[config.mk]
export PLATFORM = sky130hd
export DESIGN_NAME = prs_mem_seq_flat
export DESIGN_NICKNAME = d
export VERILOG_FILES = /design/src/rtl/prs_pkg.sv /design/src/rtl/prs_link_if.sv /design/src/rtl/prs_mem_seq.sv /design/src/flat_wrapper.sv
export SDC_FILE = /design/constraint.sdc
export NUM_CORES = 1
export LEC_CHECK = 0
export BUFFER_PORTS_ARGS = -buffer_cell sky130_fd_sc_hd__buf_2
export CORE_MARGIN = 2
export CORE_UTILIZATION = 45
export DETAILED_ROUTE_END_ITERATION = 8
export PLACE_DENSITY = 0.65
export SLEW_MARGIN = 30
export SYNTH_ARGS = -nofsm -noshare
export SYNTH_HDL_FRONTEND = slang
export SYNTH_SLANG_ARGS = --single-unit
[constraint.sdc]
create_clock -name clk_sys -period 6.8 [get_ports clk_sys]
set_input_delay 0.34 -clock clk_sys [delete_from_list [all_inputs] [get_ports clk_sys]]
set_output_delay 0.34 -clock clk_sys [all_outputs]
set_load 0.005 [all_outputs]
[src/rtl/prs_pkg.sv]
// Purpose: constants shared by the memory-side and host-side reset sequencers
// Assumes: one 125 MHz clock, 8 ns period
// Notes: long counts are shortened through module parameters in simulation
// Operation
// - Self-init waits until reset input released
// - Host keeps select high during self-init
// - Init refreshes array, then accepts transactions
// - Reset returns memory to standby, no access
// - Reset loads configuration defaults
// - Self-refresh halted while reset low
// - Reset clears refresh row counter
// - Reset forces exit from deep power down
// - Host holds reset low at least 200 ns
// - Host waits 200 ns after release
// - Host waits 400 ns from reset fall
// - Host treats array contents lost after reset
`default_nettype none
package prs_pkg;
  localparam int CLK_PERIOD_PS = 8000;
  localparam int POWER_UP_INIT_TIME_US = 150;
  localparam int RESET_PULSE_MIN_NS = 200;
  localparam int RESET_RELEASE_TO_SELECT_NS = 200;
  localparam int RESET_ASSERT_TO_SELECT_NS = 400;
  // Least times round up
  localparam int POWER_UP_INIT_CYC =
    (POWER_UP_INIT_TIME_US * 1000000 + CLK_PERIOD_PS - 1) / CLK_PERIOD_PS;
  localparam int RESET_PULSE_MIN_CYC =
    (RESET_PULSE_MIN_NS * 1000 + CLK_PERIOD_PS - 1) / CLK_PERIOD_PS;
  localparam int RESET_RELEASE_TO_SELECT_CYC =
    (RESET_RELEASE_TO_SELECT_NS * 1000 + CLK_PERIOD_PS - 1) / CLK_PERIOD_PS;
  localparam int RESET_ASSERT_TO_SELECT_CYC =
    (RESET_ASSERT_TO_SELECT_NS * 1000 + CLK_PERIOD_PS - 1) / CLK_PERIOD_PS;
  localparam logic [7:0] CFG_DEFAULT = 8'h8F;
  localparam logic [11:0] ROW_DEFAULT = 12'h000;
  typedef enum logic [1:0] {
    PRS_MEM_STANDBY = 2'b00,
    PRS_MEM_INIT = 2'b01,
    PRS_MEM_READY = 2'b10,
    PRS_MEM_DPD = 2'b11
  } prs_mem_state_t;
  typedef enum logic [1:0] {
    PRS_HOST_RESET = 2'b00,
    PRS_HOST_WAIT = 2'b01,
    PRS_HOST_READY = 2'b10
  } prs_host_state_t;
endpackage
`default_nettype wire

[src/rtl/prs_link_if.sv]
// Purpose: reset and chip select wires between host and memory
// Assumes: both ends on clk_sys
// Notes: both signals active low
`default_nettype none
interface prs_link_if;
  logic reset_n;
  logic cs_n;
  modport host (output reset_n, output cs_n);
  modport mem (input reset_n, input cs_n);
endinterface
`default_nettype wire

[src/rtl/prs_mem_seq.sv]
// Purpose: memory-side power-up and hardware reset sequencing
// Assumes: link reset_n acts asynchronously, no clock needed
// Notes: select during init or standby is ignored and flagged
`default_nettype none
module prs_mem_seq
  import prs_pkg::*;
#(
  parameter int INIT_CYC = POWER_UP_INIT_CYC,
  parameter int ROW_W = 12
) (
  input wire logic clk_sys, // System clock
  input wire logic rst, // Power-on reset, active high
  prs_link_if.mem link, // Reset and select from host
  input wire logic dpd_enter, // Request deep power down
  input wire logic [7:0] cfg_wdata, // Configuration write data
  input wire logic cfg_we, // Configuration write strobe
  output logic ready, // Accepting transactions
  output logic init_busy, // Self-init running
  output logic refresh_on, // Self-refresh running
  output logic dpd, // In deep power down
  output logic [7:0] cfg, // Configuration register
  output logic [ROW_W-1:0] refresh_row, // Refresh row counter
  output logic access_err // Select seen while not ready
);
  prs_mem_state_t state, next_state;
  logic [$clog2(INIT_CYC+RESET_RELEASE_TO_SELECT_CYC+1)-1:0] init_cnt;
  logic powered_up;
  wire logic in_reset = rst | ~link.reset_n;
  // Full init only after power-up; a later pin reset needs only recovery
  wire logic [$bits(init_cnt)-1:0] init_last = powered_up ?
    ($bits(init_cnt))'(RESET_RELEASE_TO_SELECT_CYC - 1) : ($bits(init_cnt))'(INIT_CYC - 1);
  wire logic init_done = (init_cnt == init_last);
  wire logic sel = ~link.cs_n;

  always_comb begin
    next_state = state;
    case (state)
      PRS_MEM_STANDBY: next_state = PRS_MEM_INIT;
      PRS_MEM_INIT: if (init_done) next_state = PRS_MEM_READY;
      PRS_MEM_READY: if (dpd_enter && !sel) next_state = PRS_MEM_DPD;
      PRS_MEM_DPD: next_state = PRS_MEM_DPD;
      default: next_state = PRS_MEM_STANDBY;
    endcase
  end

  // Survives pin resets, so only the first release pays the init time
  always_ff @(posedge clk_sys or posedge rst) begin
    if (rst) begin
      powered_up <= 1'b0;
    end else if (state == PRS_MEM_READY) begin
      powered_up <= 1'b1;
    end
  end

  // Reset wins over everything, including deep power down
  always_ff @(posedge clk_sys or posedge in_reset) begin
    if (in_reset) begin
      state <= PRS_MEM_STANDBY;
      init_cnt <= '0;
    end else begin
      state <= next_state;
      init_cnt <= (state == PRS_MEM_INIT) ? init_cnt + 1'b1 : '0;
    end
  end

  always_ff @(posedge clk_sys or posedge in_reset) begin
    if (in_reset) begin
      cfg <= CFG_DEFAULT;
      refresh_row <= ROW_DEFAULT[ROW_W-1:0];
      refresh_on <= 1'b0;
      ready <= 1'b0;
      init_busy <= 1'b0;
      dpd <= 1'b0;
      access_err <= 1'b0;
    end else begin
      // Refresh resumes once released; init time is mostly refresh
      refresh_on <= (next_state != PRS_MEM_DPD);
      if (refresh_on) begin
        refresh_row <= refresh_row + 1'b1;
      end
      if (cfg_we && state == PRS_MEM_READY && sel) begin
        cfg <= cfg_wdata;
      end
      ready <= (next_state == PRS_MEM_READY);
      init_busy <= (next_state == PRS_MEM_INIT);
      dpd <= (next_state == PRS_MEM_DPD);
      access_err <= sel && (state != PRS_MEM_READY);
    end
  end
endmodule
`default_nettype wire

[src/flat_wrapper.sv]
// flat-port wrapper written by rule: the top's interface ports become plain ports
module prs_mem_seq_flat import prs_pkg::*;
#(
  parameter int INIT_CYC = POWER_UP_INIT_CYC,
  parameter int ROW_W = 12
)
  (clk_sys, rst, dpd_enter, cfg_wdata, cfg_we, ready, init_busy, refresh_on, dpd, cfg, refresh_row, access_err, link_reset_n, link_cs_n);
  prs_link_if link_i ();
  input wire logic clk_sys;
  input wire logic rst;
  input wire logic dpd_enter;
  input wire logic [7:0] cfg_wdata;
  input wire logic cfg_we;
  output logic ready;
  output logic init_busy;
  output logic refresh_on;
  output logic dpd;
  output logic [7:0] cfg;
  output logic [ROW_W-1:0] refresh_row;
  output logic access_err;
  input wire logic [$bits(link_i.reset_n)-1:0] link_reset_n;
  input wire logic [$bits(link_i.cs_n)-1:0] link_cs_n;
  assign link_i.reset_n = link_reset_n;
  assign link_i.cs_n = link_cs_n;
  prs_mem_seq #(.INIT_CYC(INIT_CYC), .ROW_W(ROW_W)) u_core (.clk_sys(clk_sys), .rst(rst), .link(link_i), .dpd_enter(dpd_enter), .cfg_wdata(cfg_wdata), .cfg_we(cfg_we), .ready(ready), .init_busy(init_busy), .refresh_on(refresh_on), .dpd(dpd), .cfg(cfg), .refresh_row(refresh_row), .access_err(access_err));
endmodule
==> results.md <==
* Antenna violations before repair at 0
* Proportion of register bits with asynchronous set or reset after synthesis at 100.0%
* Sequential area share after synthesis at 57.90%
* Site row count at 23
* Critical setup path kind: reg -> reg
* Via count of the first global-routing pass at 1,288
* Slew at the pin closest to its max-slew limit at 0.6416 ns
* Vertical die dimension at 68.45 um
* Initial Util at 46.73%
* Portion of total power attributed to the clock network at 34.7%
* Final weighted congestion of routability-driven global placement at 0.8106
* Via Count at 1,337
* Max-cap violations at 0
* Vias per std cell at 5.202
* Share of final-layout standard cells stronger than drive strength 1 at 32.85%
* Most frequent cell after synthesis: sky130_fd_sc_hd__dfrtp_1
* Post-synthesis average cell area at 11.47 um^2
* Unique cell type count in the Yosys netlist at 35
* CP Capture Type: flop
* Width of the die at 68.45 um
* Setup skew after layout at 0.004704 ns
* Slowest cell delay on critical path at 0.58 ns
* Capturing instance or port of the critical path: u_core.cfg[4]
* Crit Reg-Reg Startpoint: u_core.state[0]
* Post-synthesis net count at 179
* Post-Syn Instances at 163
* Post-route DRC at 0
* Number of levels in the clock H-tree at 2
* Area growth from synthesis to layout at 20.68%
* Critical path origin: u_core.state[0]
* Worst min path class: in -> async
* Max FO, Critical Path at 8
* Largest cells by area after synthesis: sky130_fd_sc_hd__dfrtp_1, sky130_fd_sc_hd__dfstp_2, sky130_fd_sc_hd__mux2_2
* Wirelength per Cell at 13.88 um
* Final setup fails at 0
* Synthesized cell area at 1869 um^2
* Number of storage elements in the synthesis netlist at 43
* Final Total Pwr at 0.5731 mW
* Data arrival time of the worst path at 1.92 ns
* Final Hold Viols at 0
* Outcome: completed
* Setup WS pre-CTS at 5.043 ns
* Top cell type's share of synthesized area at 50.87%
* Cell count after placement at 248
* Area inside the core boundary at 4000 um^2
* Post-layout worst setup margin at 5.067 ns
* CTS tree: built
* Net switching fraction of the power at 27.14%
* Global-route usage over all layers at 17.29%
* Top flip-flop cell by instance count after synthesis: sky130_fd_sc_hd__dfrtp_1
* Worst hold slack at 0.1769 ns
* Post-detail-place hpwl at 2646 um
* Later-pin clock latency in the skew report at 0.30 ns
* Number of optimization iterations in the first detailed-route pass at 4
* Endpoint of the most critical register-to-register path: u_core.cfg[4]
* Post-route clock period utilization at 25.49%
* Cell at the slowest stage of the critical path: sky130_fd_sc_hd__nor3b_2
* Combinational share of power at 11.6%
* Cell area power density at 254.1 nW/um^2
* Most frequent cells after synthesis: sky130_fd_sc_hd__dfrtp_1, sky130_fd_sc_hd__nor2_1, sky130_fd_sc_hd__nand2_1, sky130_fd_sc_hd__nand3_1, sky130_fd_sc_hd__xnor2_1
* Cell leakage power at 1.063 nW
* Number of top-level design ports at 39
* Number of logic stages on the critical path including buffering at 3
* Final-stage net count at 222
* Largest delay contributor family on the critical path: simple AND/OR/NAND/NOR gates
* Largest area contributor in the netlist: sky130_fd_sc_hd__dfrtp_1
* Number of flops mapped to enable cells by yosys at 0
* Peak Freq at 576.9 MHz
* Antenna-violating nets left at 0
* Setup repair after global routing missed its margin: false
* Detailed Route Iter0 Violations at 68
* CP Buf/Inv Count at 0
* Max_slew headroom at 57.04%
* Num CTS Buffers at 5
* Clock period minus final worst setup slack at 1.733 ns
* Reg power frac at 53.6%
* Data required, critical path at 6.98 ns
* Register-to-Register Path Depth at 3
* Max VDD drop at 227.6 uV
* Maximum number of pins on one net before global-route repair at 23
* Clock buffer depth at 2
* Internal at 0.4176 mW
* CTS Root Buffer Type: sky130_fd_sc_hd__clkbuf_8
* Port Buf Inserts at 38
* First-pass GRT wire length at 5885 um
* Clock-pin slew of the registers on the worst-case setup and hold paths at 0.08 ns
* Setup slack of the most critical reg-to-reg path at 5.07 ns
* Number of non-filler instances in the completed layout at 257
* Setup TNS after final layout at 0 ns
* Critical Path Start Type: flop
* Total number of yosys warnings at 0
* Total Die Area at 4685 um^2
* Power dissipated by switching net loads at 0.1556 mW
* Number of sinks on the clock net at 43
* N_diodes at 0
* Pins Over Slew Limit at 0
* Total gr overflow at 0
* Post-CTS resize count at 0
* Final wirelength at 3567 um
* Chain of cells forming the critical path: nand2b_1, nor3b_2, mux2_2
[worst min path at each step]
| stage | start | endpoint |
|---|---|---|
| 6_report | link_reset_n | u_core.ready |
| 3_3_place_gp | rst | u_core.powered_up |
| 4_1_cts | link_reset_n | u_core.cfg[4] |
| 2_1_floorplan | rst | u_core.powered_up |
| 3_5_place_dp | rst | u_core.powered_up |
| 5_1_grt | link_cs_n | u_core.access_err |
[cell type report]
| type | instances | area, um^2 |
|---|---|---|
| clock buffers | 5 | 68.82 |
| clock inverters | 3 | 43.79 |
| fillers | 348 | 1744 |
| inverters | 3 | 11.26 |
| multi-input cells | 113 | 759.5 |
| flip-flops and latches | 43 | 1082 |
| well taps | 50 | 62.56 |
| repair buffers | 40 | 227.7 |
[cells by family (layout without fill, tap and decap cells)]
| family | Yosys count | count (layout) | share of synthesized area (%) |
|---|---|---|---|
| and+or+nand+nor | 69 | 69 | 19.75 |
| adders and majority gates | 2 | 2 | 1.338 |
| AOI/OAI and AO/OA | 12 | 12 | 3.883 |
| DFF | 43 | 43 | 57.90 |
| buffers and inverters | 7 | 51 | 1.874 |
| xor gates and xnor gates | 21 | 21 | 9.839 |
| muxes | 9 | 9 | 5.422 |
[power groups by stage]
stage	Clock, mW	Sequential [mW]	Combinational [mW]
after floorplan	0	0.302	0.0590
after global placement	0	0.310	0.0631
after detailed placement	0	0.312	0.0669
after CTS	0.206	0.307	0.0678
after global routing	0.217	0.313	0.0779
final	0.199	0.307	0.0667
[cells in the final DEF (no fill, tap or decap), drive strengths merged, types with 2 or more instances in the layout]
cell / count
a21oi: 4
and2: 2
and4: 2
buf: 39
clkbuf: 5
clkinv: 2
dfrtp: 38
dfstp: 5
ha: 2
inv: 3
mux2: 9
nand2: 11
nand2b: 3
nand3: 12
nand4: 6
nor2: 17
nor2b: 2
nor3: 2
nor3b: 2
nor4: 5
o21ai: 3
or3: 4
xnor2: 11
xor2: 10
[per-layer routing]
metal  share of wire (%)  vias to the layer above  GRT usage [%]
met4                 1.8                        0          9.000
met3                 4.1                        8          4.112
met5                   0                        -              0
li1                    -                      649              -
met2                  51                       28          27.76
met1                  43                      652          21.53
[per-stage QoR]
stage	area, um^2	util (%)
6_report	2256	56.40
5_1_grt	2256	56.40
3_5_place_dp	2133	53.33
4_1_cts	2256	56.40
3_3_place_gp	2106	52.64
2_1_floorplan	1869	-
[sequential cells by signal (all words and copies together), names as in the netlist]
register            cells
u_core.access_err       1
u_core.cfg              8
u_core.dpd              1
u_core.init_busy        1
u_core.init_cnt        15
u_core.powered_up       1
u_core.ready            1
u_core.refresh_on       1
u_core.refresh_row     12
u_core.state            2
[timing repair]
action | 4_1_cts | 5_1_grt
setup buffers | 0 | 0
hold buffers | 1 | 0
hold endpoints to repair | 1 | 0
Power figures use the tool's default switching activity.
